`src/verilog/flash_ctrl_consts.svh`:
```
// offsets, field positions, reset values and timing counts of the flash controller
// included by the package and the controller; definitions only
`ifndef FLASH_CTRL_CONSTS_SVH
`define FLASH_CTRL_CONSTS_SVH

`define REG_STATUS 1'h0
`define REG_CTRL 1'h1

`define FLASH_LAST 16'h4fff
`define NUM_SECT 5
`define SECT_LSB 12
`define SECT_MSB 14

`define CTRL_PAGE_LSB 0
`define CTRL_PAGE_MSB 19
`define CTRL_SECT_LSB 20
`define CTRL_SECT_MSB 22
`define CTRL_WP_LSB 23
`define CTRL_WP_MSB 27
`define CTRL_PAGE_NONE 20'hfffff
`define CTRL_LOC_RESET 23'h0fffff
`define CTRL_WP_RESET 5'h1f

`define BUSY_IDLE 2'h0
`define BUSY_ERASE 2'h1
`define BUSY_PROG 2'h2
`define BUSY_READ 2'h3

`define BLANK_WORD 32'hffffffff
`define SERIAL_BEATS 8'h20
`define MAX_BURST 8'h80
`define WRAP_SMALL 8'h02
`define WRAP_LARGE 8'h04

`define ERASE_MAX_MS 350
`define CLK_KHZ 100000
`define ERASE_MAX_CYC (`ERASE_MAX_MS * `CLK_KHZ)

`endif

```
`src/verilog/flash_ctrl_pkg.sv`:
```
// types shared by the flash controller
// assumes nothing beyond the constants header
`include "flash_ctrl_consts.svh"

package flash_ctrl_pkg;
    typedef enum logic [2:0] {
        st_idle,
        st_erase,
        st_prog,
        st_wr_collect,
        st_rd_fetch,
        st_rd_data,
        st_rd_shift
    } fsm_state_t;
    typedef logic [1:0] busy_t;
endpackage

```
`src/verilog/user_flash_erase_read_ctrl.sv`:
```
// user flash controller: erase via control port, reads and program via data port
// assumes a flash array that answers a read one cycle after arr_read_out and
// signals erase and program completion with done/ok inputs
// How it works
// - control write latches sector, starts erase
// - sector erase accepted only when idle
// - page erase accepted only when idle
// - busy shows 01 during erase
// - data requests stalled during erase
// - erase result from array recorded
// - erase up to 350 ms covered
// - bad sector or protected fails erase
// - illegal page address fails erase
// - waitrequest high while busy, except during serial program beat collection
// - readdatavalid marks every returned word
// - busy shows 11 during reads
// - read success flag, blank on failure
// - incrementing bursts up to 128 words
// - wrap burst count fixed 2 or 4
// - wrap past flash end restarts at zero
// - bad burst read clears read success flag
// - busy shows 10 during program
// - two-beat wrap returns to 64-bit boundary
//
// The address-and-strobe port and the placing of the registers were chosen for this implementation.
`timescale 1ns/1ps
`default_nettype none
`include "flash_ctrl_consts.svh"

module user_flash_erase_read_ctrl
    import flash_ctrl_pkg::*;
#(
    parameter int ERASE_MAX_CYCLES = `ERASE_MAX_CYC
) (
    input wire logic ref_clk_in,
    input wire logic rst_in,
    input wire logic [0:0] ctrl_addr_in,
    input wire logic [31:0] ctrl_wdata_in,
    input wire logic ctrl_write_in,
    input wire logic ctrl_read_in,
    output logic [31:0] ctrl_rdata_out,
    input wire logic read_in,
    input wire logic write_in,
    input wire logic [15:0] address_in,
    input wire logic [7:0] burstcount_in,
    input wire logic [31:0] writedata_in,
    output logic waitrequest_out,
    output logic [31:0] readdata_out,
    output logic readdatavalid_out,
    input wire logic serial_mode_in,
    input wire logic wrap_mode_in,
    input wire logic wide_wrap_in,
    input wire logic [4:0] sect_protect_in,
    output logic [15:0] arr_addr_out,
    output logic arr_read_out,
    input wire logic [31:0] arr_rdata_in,
    output logic arr_prog_out,
    output logic [31:0] arr_wdata_out,
    input wire logic arr_prog_done_in,
    input wire logic arr_prog_ok_in,
    output logic arr_erase_out,
    output logic arr_erase_page_out,
    input wire logic arr_erase_done_in,
    input wire logic arr_erase_ok_in
);
    fsm_state_t state_reg, state_next;
    logic [15:0] addr_reg, addr_next;
    logic [7:0] beats_reg, beats_next;
    logic [31:0] shift_reg, shift_next;
    logic [25:0] erase_cnt_reg, erase_cnt_next;
    logic serial_reg, serial_next, wrap_reg, wrap_next, wide_reg, wide_next;
    logic bad_reg, bad_next, page_op_reg, page_op_next;
    logic [4:0] wp_reg;
    logic [22:0] erase_loc_reg;
    logic rd_ok_reg, rd_ok_next, wr_ok_reg, wr_ok_next;
    logic er_ok_reg, er_ok_next, empty_reg, empty_next;
    logic [31:0] readdata_next;
    logic readdatavalid_next;
    logic [7:0] rd_block, wr_clear;

    // per-sector read block and write-clear flags, padded so any 3-bit index is safe
    genvar i;
    generate
        for (i = 0; i < 8; i++) begin : g_sect
            if (i < `NUM_SECT) begin : g_real
                assign rd_block[i] = sect_protect_in[i];
                assign wr_clear[i] = !sect_protect_in[i] && !wp_reg[i];
            end else begin : g_pad
                assign rd_block[i] = 1'b1;
                assign wr_clear[i] = 1'b0;
            end
        end
    endgenerate

    wire ctrl_wr_hit = ctrl_write_in && (ctrl_addr_in == `REG_CTRL);
    wire [2:0] sect_code = ctrl_wdata_in[`CTRL_SECT_MSB:`CTRL_SECT_LSB];
    wire [19:0] page_field = ctrl_wdata_in[`CTRL_PAGE_MSB:`CTRL_PAGE_LSB];
    wire [2:0] sect_idx = sect_code - 3'h1;
    wire sect_legal = (sect_code != 3'h0) && (sect_code <= 3'(`NUM_SECT));
    wire sect_ok = sect_legal && wr_clear[sect_idx];
    wire page_legal = page_field <= {4'h0, `FLASH_LAST};
    wire sect_op = sect_code != 3'h0;
    // data port wins a tie with an erase write: waitrequest was already low
    wire data_req = (read_in || write_in) && (state_reg == st_idle);
    wire erase_req = ctrl_wr_hit && (state_reg == st_idle) && !data_req &&
                     (sect_op || (page_field != `CTRL_PAGE_NONE));
    wire erase_good = sect_op ? sect_ok : page_legal;

    wire [2:0] req_sect = address_in[`SECT_MSB:`SECT_LSB];
    wire [7:0] wrap_count = wide_wrap_in ? `WRAP_LARGE : `WRAP_SMALL;
    wire rd_burst_ok = serial_mode_in ? (burstcount_in == `SERIAL_BEATS) :
                       wrap_mode_in ? (burstcount_in == wrap_count) :
                       (burstcount_in != 8'h00) && (burstcount_in <= `MAX_BURST);
    wire wr_burst_ok = burstcount_in == (serial_mode_in ? `SERIAL_BEATS : 8'h01);
    wire wr_good = wr_burst_ok && (address_in <= `FLASH_LAST) && wr_clear[req_sect];

    wire beat_good = (addr_reg <= `FLASH_LAST) && !rd_block[addr_reg[`SECT_MSB:`SECT_LSB]];
    wire [31:0] beat_word = beat_good ? arr_rdata_in : `BLANK_WORD;
    wire [15:0] wrap_mask = wide_reg ? 16'h0003 : 16'h0001;
    wire [15:0] addr_inc = addr_reg + 16'h0001;
    wire [15:0] addr_wrapped = (addr_reg & ~wrap_mask) | (addr_inc & wrap_mask);
    // wrapping never leaves the flash: past the end it restarts at word zero
    wire [15:0] addr_step = !wrap_reg ? addr_inc :
                            (addr_wrapped > `FLASH_LAST) ? 16'h0000 : addr_wrapped;
    wire erase_timeout = erase_cnt_reg == 26'(ERASE_MAX_CYCLES - 1);

    busy_t busy;
    assign busy = (state_reg == st_erase) ? `BUSY_ERASE :
                  (state_reg == st_prog || state_reg == st_wr_collect) ? `BUSY_PROG :
                  (state_reg == st_idle) ? `BUSY_IDLE : `BUSY_READ;
    wire [31:0] status_word = {21'h0, sect_protect_in, empty_reg, er_ok_reg,
                               wr_ok_reg, rd_ok_reg, busy};
    wire [31:0] ctrl_word = {4'h0, wp_reg, erase_loc_reg};

    always_comb begin
        state_next = state_reg;
        addr_next = addr_reg;
        beats_next = beats_reg;
        shift_next = shift_reg;
        erase_cnt_next = erase_cnt_reg;
        serial_next = serial_reg;
        wrap_next = wrap_reg;
        wide_next = wide_reg;
        bad_next = bad_reg;
        page_op_next = page_op_reg;
        rd_ok_next = rd_ok_reg;
        wr_ok_next = wr_ok_reg;
        er_ok_next = er_ok_reg;
        empty_next = empty_reg;
        readdata_next = 32'h0;
        readdatavalid_next = 1'b0;
        unique case (state_reg)
            st_idle: begin
                if (data_req && read_in) begin
                    state_next = st_rd_fetch;
                    addr_next = address_in;
                    serial_next = serial_mode_in;
                    wrap_next = wrap_mode_in && !serial_mode_in;
                    wide_next = wide_wrap_in;
                    beats_next = serial_mode_in ? `SERIAL_BEATS :
                                 rd_burst_ok ? burstcount_in : 8'h01;
                    rd_ok_next = rd_burst_ok;
                    empty_next = 1'b0;
                end else if (data_req) begin
                    addr_next = address_in;
                    bad_next = !wr_good;
                    if (serial_mode_in && wr_good) begin
                        state_next = st_wr_collect;
                        shift_next = {31'h0, writedata_in[0]};
                        beats_next = `SERIAL_BEATS - 8'h01;
                    end else begin
                        state_next = st_prog;
                        shift_next = writedata_in;
                    end
                end else if (erase_req) begin
                    state_next = st_erase;
                    bad_next = !erase_good;
                    page_op_next = !sect_op;
                    erase_cnt_next = 26'h0;
                    addr_next = sect_op ? {1'b0, sect_idx, 12'h000} : page_field[15:0];
                end
            end
            st_erase: begin
                erase_cnt_next = erase_cnt_reg + 26'h1;
                // held here one cycle if bad, else until the array answers or the 350 ms budget runs out
                if (bad_reg || arr_erase_done_in || erase_timeout) begin
                    state_next = st_idle;
                    er_ok_next = !bad_reg && arr_erase_done_in && arr_erase_ok_in;
                end
            end
            st_wr_collect: begin
                if (write_in) begin
                    shift_next = {shift_reg[30:0], writedata_in[0]};
                    beats_next = beats_reg - 8'h01;
                    if (beats_reg == 8'h01) begin
                        state_next = st_prog;
                    end
                end
            end
            st_prog: begin
                if (bad_reg || arr_prog_done_in) begin
                    state_next = st_idle;
                    wr_ok_next = !bad_reg && arr_prog_ok_in;
                end
            end
            st_rd_fetch: begin
                state_next = st_rd_data;
            end
            st_rd_data: begin
                rd_ok_next = rd_ok_reg && beat_good;
                empty_next = empty_reg || !beat_good;
                if (serial_reg) begin
                    shift_next = beat_word;
                    state_next = st_rd_shift;
                end else begin
                    readdata_next = beat_word;
                    readdatavalid_next = 1'b1;
                    beats_next = beats_reg - 8'h01;
                    addr_next = addr_step;
                    state_next = (beats_reg == 8'h01) ? st_idle : st_rd_fetch;
                end
            end
            st_rd_shift: begin
                readdata_next = {31'h0, shift_reg[31]};
                readdatavalid_next = 1'b1;
                shift_next = {shift_reg[30:0], 1'b0};
                beats_next = beats_reg - 8'h01;
                if (beats_reg == 8'h01) begin
                    state_next = st_idle;
                end
            end
        endcase
    end

    wire entering = state_next != state_reg;
    // stalls cover every busy state except the serial program beat collection
    wire wait_next = !(state_next == st_idle || state_next == st_wr_collect);

    always_ff @(posedge ref_clk_in) begin
        if (rst_in) begin
            state_reg <= st_idle;
            addr_reg <= 16'h0;
            beats_reg <= 8'h0;
            shift_reg <= 32'h0;
            erase_cnt_reg <= 26'h0;
            serial_reg <= 1'b0;
            wrap_reg <= 1'b0;
            wide_reg <= 1'b0;
            bad_reg <= 1'b0;
            page_op_reg <= 1'b0;
            rd_ok_reg <= 1'b0;
            wr_ok_reg <= 1'b0;
            er_ok_reg <= 1'b0;
            empty_reg <= 1'b0;
            wp_reg <= `CTRL_WP_RESET;
            erase_loc_reg <= `CTRL_LOC_RESET;
            ctrl_rdata_out <= 32'h0;
            waitrequest_out <= 1'b1;
            readdata_out <= 32'h0;
            readdatavalid_out <= 1'b0;
            arr_addr_out <= 16'h0;
            arr_read_out <= 1'b0;
            arr_prog_out <= 1'b0;
            arr_wdata_out <= 32'h0;
            arr_erase_out <= 1'b0;
            arr_erase_page_out <= 1'b0;
        end else begin
            state_reg <= state_next;
            addr_reg <= addr_next;
            beats_reg <= beats_next;
            shift_reg <= shift_next;
            erase_cnt_reg <= erase_cnt_next;
            serial_reg <= serial_next;
            wrap_reg <= wrap_next;
            wide_reg <= wide_next;
            bad_reg <= bad_next;
            page_op_reg <= page_op_next;
            rd_ok_reg <= rd_ok_next;
            wr_ok_reg <= wr_ok_next;
            er_ok_reg <= er_ok_next;
            empty_reg <= empty_next;
            if (ctrl_wr_hit) begin
                wp_reg <= ctrl_wdata_in[`CTRL_WP_MSB:`CTRL_WP_LSB];
            end
            if (erase_req) begin
                erase_loc_reg <= ctrl_wdata_in[22:0];
            end
            ctrl_rdata_out <= !ctrl_read_in ? 32'h0 :
                              (ctrl_addr_in == `REG_STATUS) ? status_word : ctrl_word;
            waitrequest_out <= wait_next;
            readdata_out <= readdata_next;
            readdatavalid_out <= readdatavalid_next;
            arr_addr_out <= addr_next;
            arr_read_out <= state_next == st_rd_fetch;
            arr_prog_out <= entering && (state_next == st_prog) && !bad_next;
            arr_wdata_out <= shift_next;
            arr_erase_out <= entering && (state_next == st_erase) && !bad_next;
            arr_erase_page_out <= page_op_next;
        end
    end
endmodule
`default_nettype wire

```
`config.mk`:
```
export PLATFORM = sky130hd
export DESIGN_NAME = user_flash_erase_read_ctrl
export DESIGN_NICKNAME = d
export VERILOG_FILES = /design/src/verilog/flash_ctrl_pkg.sv /design/src/verilog/user_flash_erase_read_ctrl.sv
export VERILOG_INCLUDE_DIRS = /design/src /design/src/verilog
export SDC_FILE = /design/constraint.sdc
export NUM_CORES = 1
export LEC_CHECK = 0
export BUFFER_PORTS_ARGS = -buffer_cell sky130_fd_sc_hd__buf_2
export CAP_MARGIN = 20
export CORE_MARGIN = 1.5
export CORE_UTILIZATION = 55
export CTS_CLUSTER_DIAMETER = 40
export DETAILED_ROUTE_END_ITERATION = 10
export GPL_TIMING_DRIVEN = 0
export PLACE_DENSITY = 0.84
export SLEW_MARGIN = 20
export SYNTH_ARGS = -nofsm -noshare
export SYNTH_HDL_FRONTEND = slang
export SYNTH_SLANG_ARGS = --single-unit
export TNS_END_PERCENT = 20
```
`constraint.sdc`:
```
create_clock -name ref_clk_in -period 3.3 [get_ports ref_clk_in]
set_input_delay 0.495 -clock ref_clk_in [delete_from_list [all_inputs] [get_ports ref_clk_in]]
set_output_delay 0.495 -clock ref_clk_in [all_outputs]
set_load 0.02 [all_outputs]
```
== Yosys cells after proc, flatten, opt, wreduce, memory -nomap -nowiden ==
Cells that the tools add are included.

* Flip-flop bits (word level): 191
* Input port bits: 139
* Output and inout port bits: 118
* Logic and storage cells: 213

* Add/sub/neg operators: 4
* Magnitude comparators: 9
* Equality and inequality tests: 28
* Multiplexer cells: 67
* Bitwise logic cells: 8
* Reductions and logical operators: 73

{| class="wikitable"
|+ Operators by type and width
! cell !! count
|-
| 2-to-1 mux 32 bit || 7
|-
| case mux 32 bit (4 select lines) || 1
|-
| 2-to-1 mux 16 bit || 7
|-
| 2-to-1 mux 26 bit || 3
|-
| case mux 32 bit (2 select lines) || 1
|-
| 2-to-1 mux 8 bit || 7
|-
| case mux 26 bit (2 select lines) || 1
|-
| 2-to-1 mux 3 bit || 11
|-
| less-or-equal comparator 16 x 15 -> 1 bit (second input constant) || 2
|-
| case mux 16 bit (2 select lines) || 1
|-
| case mux 8 bit (4 select lines) || 1
|-
| logical AND 1 bit || 27
|-
| adder 26 x 1 -> 26 bit (second input constant) || 1
|-
| equality test 26 bit (second input constant) || 1
|-
| case mux 3 bit (7 select lines) || 1
|-
| less-or-equal comparator 20 x 15 -> 1 bit (second input constant) || 1
|-
| zero test 1 bit || 20
|-
| != test 20 bit (second input constant) || 1
|-
| adder 16 x 1 -> 16 bit (second input constant) || 1
|-
| bitwise AND 16 bit || 1
|-
| bitwise AND 16 x 2 -> 16 bit || 1
|-
| > comparator 16 x 15 -> 1 bit (second input constant) || 1
|-
| NOT 2 -> 16 bit || 1
|-
| bitwise OR 16 bit || 1
|-
| 37 further kinds || 89
|}

== Longest topological paths before layout ==
Gate-level depths: netlist of the first run.

* Depth after elaboration: 13
* Depth in mapped cells: 9
* Gate-level depth less buffers: 8

== Least setup slack after synthesis of the first run ==
OpenSTA, ideal clock, no wires.

* Kind: input -> register
* Start: input port ctrl_wdata_in[20]
* End: register erase_loc_reg[13]
* Library setup time: 0.141 ns
* Arrival time: 2.110 ns
* Data required time: 3.159 ns
* Slack: 1.049 ns
* Stages: 8
* Path buffers: 2
* Cells stage by stage: inv_1 ha_1 nand3b_1 nor4_2 a21o_1 clkbuf_1 clkbuf_1 o211ai_1

* Word-level cells in the longest chain between the ends: 3

{| class="wikitable"
|+ Ends and longest elaborated chain
! what !! RTL line !! text
|-
| from (decl) || user_flash_erase_read_ctrl.sv:38 || <nowiki>input wire logic [31:0] ctrl_wdata_in,</nowiki>
|-
| nonzero test 3 bit || user_flash_erase_read_ctrl.sv:102 || <nowiki>wire sect_op = sect_code != 3'h0;</nowiki>
|-
| logical OR 1 bit || user_flash_erase_read_ctrl.sv:106 || <nowiki>(sect_op || (page_field != `CTRL_PAGE_NONE));</nowiki>
|-
| logical AND 1 bit || user_flash_erase_read_ctrl.sv:105 || <nowiki>wire erase_req = ctrl_wr_hit && (state_reg == st_idle) && !data_req &&</nowiki>
|-
| to (signal assigned) || user_flash_erase_read_ctrl.sv:256 || <nowiki>erase_loc_reg <= `CTRL_LOC_RESET;</nowiki>
|-
| to (signal assigned) || user_flash_erase_read_ctrl.sv:286 || <nowiki>erase_loc_reg <= ctrl_wdata_in[22:0];</nowiki>
|-
| to (decl) || user_flash_erase_read_ctrl.sv:74 || <nowiki>logic [22:0] erase_loc_reg;</nowiki>
|}

Every way passes these cells.
A chain may end at the register's enable or synchronous reset.

== Worst setup path after layout of the first run ==
* Start: input port ctrl_wdata_in[20]
* End: register erase_loc_reg[3]

Same word-level chain as after synthesis.

==> reports/metrics.yaml, run 1 <==
synth.distinct_cells: 72
synth_compound_area_frac: 0.233
finalNonFillerCells: 1572
synth-seq-area-share: 0.427
critPathKind: "input port to register"
design_area_um2: 10800
synth_top_family_by_area: "simple AND/OR/NAND/NOR gates"
post-synth-top-count-cell: "dfxtp_1"
cp-start-kind: "input port"
synth_flop_cell: "dfxtp_1"
via_per_inst: 6.08
p_total_mw: 6.35
drt_iter0_drc: 878
start_util: 0.570
cp.arrival_ps: 3130
ys_seq_elements: 187
synth-adder-area-share: 0.0114
rows: 45
fin_nets: 1493
root_buffer: "clkbuf_16"
multi_input_area_um2: 4650
gp_congestion: 0.973
hold_ws_ps: 282
worst_hold_path_type: "input port to register"
worst_pin_slew_ps: 806
synth.avg_cell_area_um2: 8.13
grt.overflow.total: 0
peakVddDrop_v: 0.000525
synth-edff-count: 0
fp.dieArea_um2: 16700
cts.clk_slew.worst_paths_ps: 70
synthXorXnorAreaFrac: 0.0160
seq_area_um2: 3740
synthTopCellsByCount: "187 x dfxtp_1, 161 x nand2_1, 75 x o21ai_0"
netlist_instances: 1078
clk_latency_ps: 440
area_delta_synth_final_pct: 23.6
critPathCaptureType: "register"
final_core_util: 0.705
cts_buffers: 17
io_buffers: 246
route.detailed.drc: 0
track_usage: 0.343
cts.htree.levels: 4
vias: 9561
io_pins: 257
cts_buffer_depth: 2
synth_warnings: 0
cts_tree: "built"
synth_simple_gate_area_share: 0.245
syn_area_um2: 8760
setup_tns_ps: 0
synth_top_area_cell: "dfxtp_1"
avgRoutedWirePerCell_um: 18.4
antenna_found_initial: 2
ant_nets: 0
p_leak_nw: 4.71
fp.dieH_um: 129
die_x_um: 129
grt_max_degree: 18
synth_area_leaders: "dfxtp_1 43%, nand2_1 6.9%, o21ai_0 4.3%, a21oi_1 3.9%, nand3_1 3.1%"
async_flop_share: 0
wl_um: 28900
cp.required_ps: 3660
postCtsSetupRepairBufs: 0
finalSetupViolCount: 0
maxCapViolations: 0
drtPass1Iterations: 5
clock_skew_ps: 12.1
status: "finished, final reports clean"
p_per_area_nw_per_um2: 586
place_inst: 1538
fin_crit_ps: 2770
synth_top_area_frac: 0.427
cts_sinks: 187
post_cts_resized: 0
place_hpwl_um: 21800
num-fill-cells: 1268
setup_slack_ps: 525
cts_hold_buf: 0
pre_cts_ws_ps: 184
path_max_fanout: 10
grt_pass1_vias: 8843
grt_first_pass_wirelength_um: 44700
fmax_mhz: 360
core-area_um2: 15400
maxSlewHeadroom: 0.463
placed_area_um2: 10300
fin_crit_sh: 0.841
synth.area.mux_share: 0.0238
slew_violations: 0
hold_viol: 0
layout-drive-gt1-share: 0.227
rsz0062_at_grt: "no"
==> critical path, stage by stage <==
cell,delay (ps)
buf_2,140
inv_1,130
ha_1,240
nand3b_1,130
nor4_2,490
a21o_1,330
clkbuf_1,450
clkbuf_1,480
nand2_1,120
nand3_1,110
==> path summary, 6_finish.rpt <==
| check | from | end | slack (ps) | depth (start not counted) |
|---|---|---|---|---|
| max | ctrl_wdata_in[20] | erase_loc_reg[3] | 530 | 10 |
| max reg2reg | state_reg[1] | readdata_out[0] | 530 | 8 |
| min reg2reg | erase_loc_reg[22] | erase_loc_reg[22] | 450 | 2 |
| min | arr_rdata_in[29] | readdata_out[29] | 280 | 2 |
==> cells in the final DEF (no fill, tap or decap), drive strengths merged, types with 8 or more instances in the layout <==
| master | n |
|---|---|
| buf | 267 |
| dfxtp | 187 |
| nand2 | 161 |
| o21ai | 76 |
| clkbuf | 75 |
| nor2 | 70 |
| a21oi | 69 |
| nand3 | 55 |
| a31oi | 43 |
| o21a | 36 |
| a22oi | 32 |
| and3 | 29 |
| nor3 | 24 |
| inv | 23 |
| or3 | 16 |
| nand4 | 14 |
| mux2i | 13 |
| o211ai | 12 |
| xor2 | 11 |
| nor4b | 9 |
| and2 | 9 |
| a211oi | 9 |
| ha | 8 |
| nor4 | 8 |
==> area by class of cell <==
type	instances	area share
diodes	2	0.000462
plain buffers	76	0.0290
clock buffers	20	0.0412
clock inverters	12	0.00982
inverters	18	0.00624
multi-input cells	800	0.429
flip-flops and latches	187	0.346
well taps	211	0.0244
repair buffers	246	0.114
==> report_power, final <==
group	internal, mW	total, mW	switching [mW]	leakage [nW]
sequential	2.45	2.63	0.181	1.52
clock	1.01	1.96	0.947	0.262
combinational	0.581	1.76	1.17	2.93
total	4.04	6.35	2.30	4.71
==> cells by family after synthesis <==
logic type	count (synthesis)
flops	187
fa+ha+maj	8
other cells	1
compound gates	319
simple gates	436
mux	17
buf+inv	94
xor+xnor	16
==> per-layer routing <==
layer	up-vias	share of wire	global-route usage	wire (µm)
met5	-	0	0	0
met4	0	0.040	0.180	1170
met3	94	0.11	0.0941	3190
met2	602	0.47	0.569	13500
met1	4415	0.38	0.407	11100
li1	4450	-	-	-
No activity file was read; power rests on OpenSTA's default activity.
==> run 2: changes to the inputs <==
--- a/config.mk
+++ b/config.mk
@@ -9,11 +9,11 @@
 export BUFFER_PORTS_ARGS = -buffer_cell sky130_fd_sc_hd__buf_2
 export CAP_MARGIN = 20
 export CORE_MARGIN = 1.5
-export CORE_UTILIZATION = 55
+export CORE_UTILIZATION = 52
 export CTS_CLUSTER_DIAMETER = 40
 export DETAILED_ROUTE_END_ITERATION = 10
 export GPL_TIMING_DRIVEN = 0
-export PLACE_DENSITY = 0.84
+export PLACE_DENSITY = 0.8
 export SLEW_MARGIN = 20
 export SYNTH_ARGS = -nofsm -noshare
 export SYNTH_HDL_FRONTEND = slang
==> constraint.sdc (replaced) <==
create_clock -name ref_clk_in -period 2.68 [get_ports ref_clk_in]
set_input_delay 0.402 -clock ref_clk_in [delete_from_list [all_inputs] [get_ports ref_clk_in]]
set_output_delay 0.402 -clock ref_clk_in [all_outputs]
set_load 0.02 [all_outputs]
==> reports/metrics.yaml, run 2 (synthesis gave the netlist of run 1 again) <==
status: "finished, final reports clean"
cts_buffers: 17
design_area_um2: 10900
ant_nets: 0
drtPass1Iterations: 5
cp.required_ps: 2980
hold_ws_ps: 182
grt_first_pass_wirelength_um: 44600
maxCapViolations: 0
slew_violations: 0
via_per_inst: 5.92
wl_um: 28600
route.detailed.drc: 0
vias: 9361
area_delta_synth_final_pct: 24.7
drt_iter0_drc: 726
final_common_cell: "buf_2"
clk_latency_ps: 430
cts.htree.levels: 4
antenna_found_initial: 2
critPathKind: "register to register"
grt_pass1_vias: 8646
postCtsSetupRepairBufs: 0
place_hpwl_um: 21700
fp.dieH_um: 133
path_max_fanout: 9
cp.arrival_ps: 2870
grt_max_degree: 20
rsz0062_at_grt: "yes"
cp-start-kind: "register"
critPathCaptureType: "register"
p_per_area_nw_per_um2: 736
fin_crit_ps: 2570
die_x_um: 133
fp.dieArea_um2: 17600
root_buffer: "clkbuf_16"
fin_nets: 1493
cts_tree: "built"
worst_hold_path_type: "input port to register"
rows: 47
worst_pin_slew_ps: 947
start_util: 0.530
gp_congestion: 0.942
hold_viol: 0
cts_sinks: 187
holdPathStages: 3
cts_buffer_depth: 2
worstRegToRegCells: 6
p_leak_nw: 4.78
fin_crit_sh: 0.961
cts_hold_buf: 0
maxSlewHeadroom: 0.364
post_cts_resized: 0
core-area_um2: 16500
final_cell_mix: "257 x buf_2, 187 x dfxtp_1, 161 x nand2_1"
avgRoutedWirePerCell_um: 18.1
io_buffers: 246
r2r_setup_slack_ps: 110
cts.clk_slew.worst_paths_ps: 70
placed_area_um2: 10300
clock_skew_ps: 13.7
grt.overflow.total: 0
track_usage: 0.318
fmax_mhz: 388
finalSetupViolCount: 0
peakVddDrop_v: 0.000515
layout-drive-gt1-share: 0.234
io_pins: 257
==> run 2: layout make-up <==
type	instances	area (µm²)
Inverter	18	67.6
Clock buffer	17	425
Antenna cell	1	2.50
Timing Repair Buffer	246	1230
Clock inverter	15	203
Fill cell	1494	5600
Sequential cell	187	3740
Tap cell	220	275
Buffer	76	320
Multi-Input combinational cell	800	4660
==> run 2: worst paths after layout <==
| path | startpoint | endpoint |
|---|---|---|
| worst max-delay path | state_reg[2] | addr_reg[15] |
| worst min-delay path | ctrl_wdata_in[27] | wp_reg[4] |
| worst max register to register | state_reg[2] | addr_reg[15] |
| worst min register to register | erase_loc_reg[20] | erase_loc_reg[20] |
==> run 2: where the power goes <==
group | total [mW] | switching, mW | internal, mW
sequential | 3.24 | 0.219 | 3.02
combinational | 2.15 | 1.43 | 0.722
clock | 2.66 | 1.22 | 1.43
==> run 2: per-stage QoR <==
step	std cells	utilization	total power [mW]	TNS (ps)	worst slack, ps
final	1580	0.661	8.04	0	105
after global routing	1580	0.661	8.39	-195	-40.7
after CTS	1579	0.660	8.02	0	55.8
after detailed placement	1547	0.622	5.39	-7380	-278
after global placement	1547	0.622	5.37	-7000	-263
after floorplan	1081	-	4.63	0	522
==> run 2: worst max-delay path, cell delays in order, from the launching register on <==
cell	delay, ps
dfxtp_1	360
nor4_4	370
a2111oi_0	220
a211oi_2	620
o21ai_0	490
o211ai_1	290
o31ai_1	90
==> run 2: per-layer routing <==
metal	track usage	up-vias	routed length (µm)
met3	0.0755	61	2920
met2	0.540	567	13600
met5	0	-	9
li1	-	4439	-
met1	0.395	4292	11300
met4	0.111	2	746
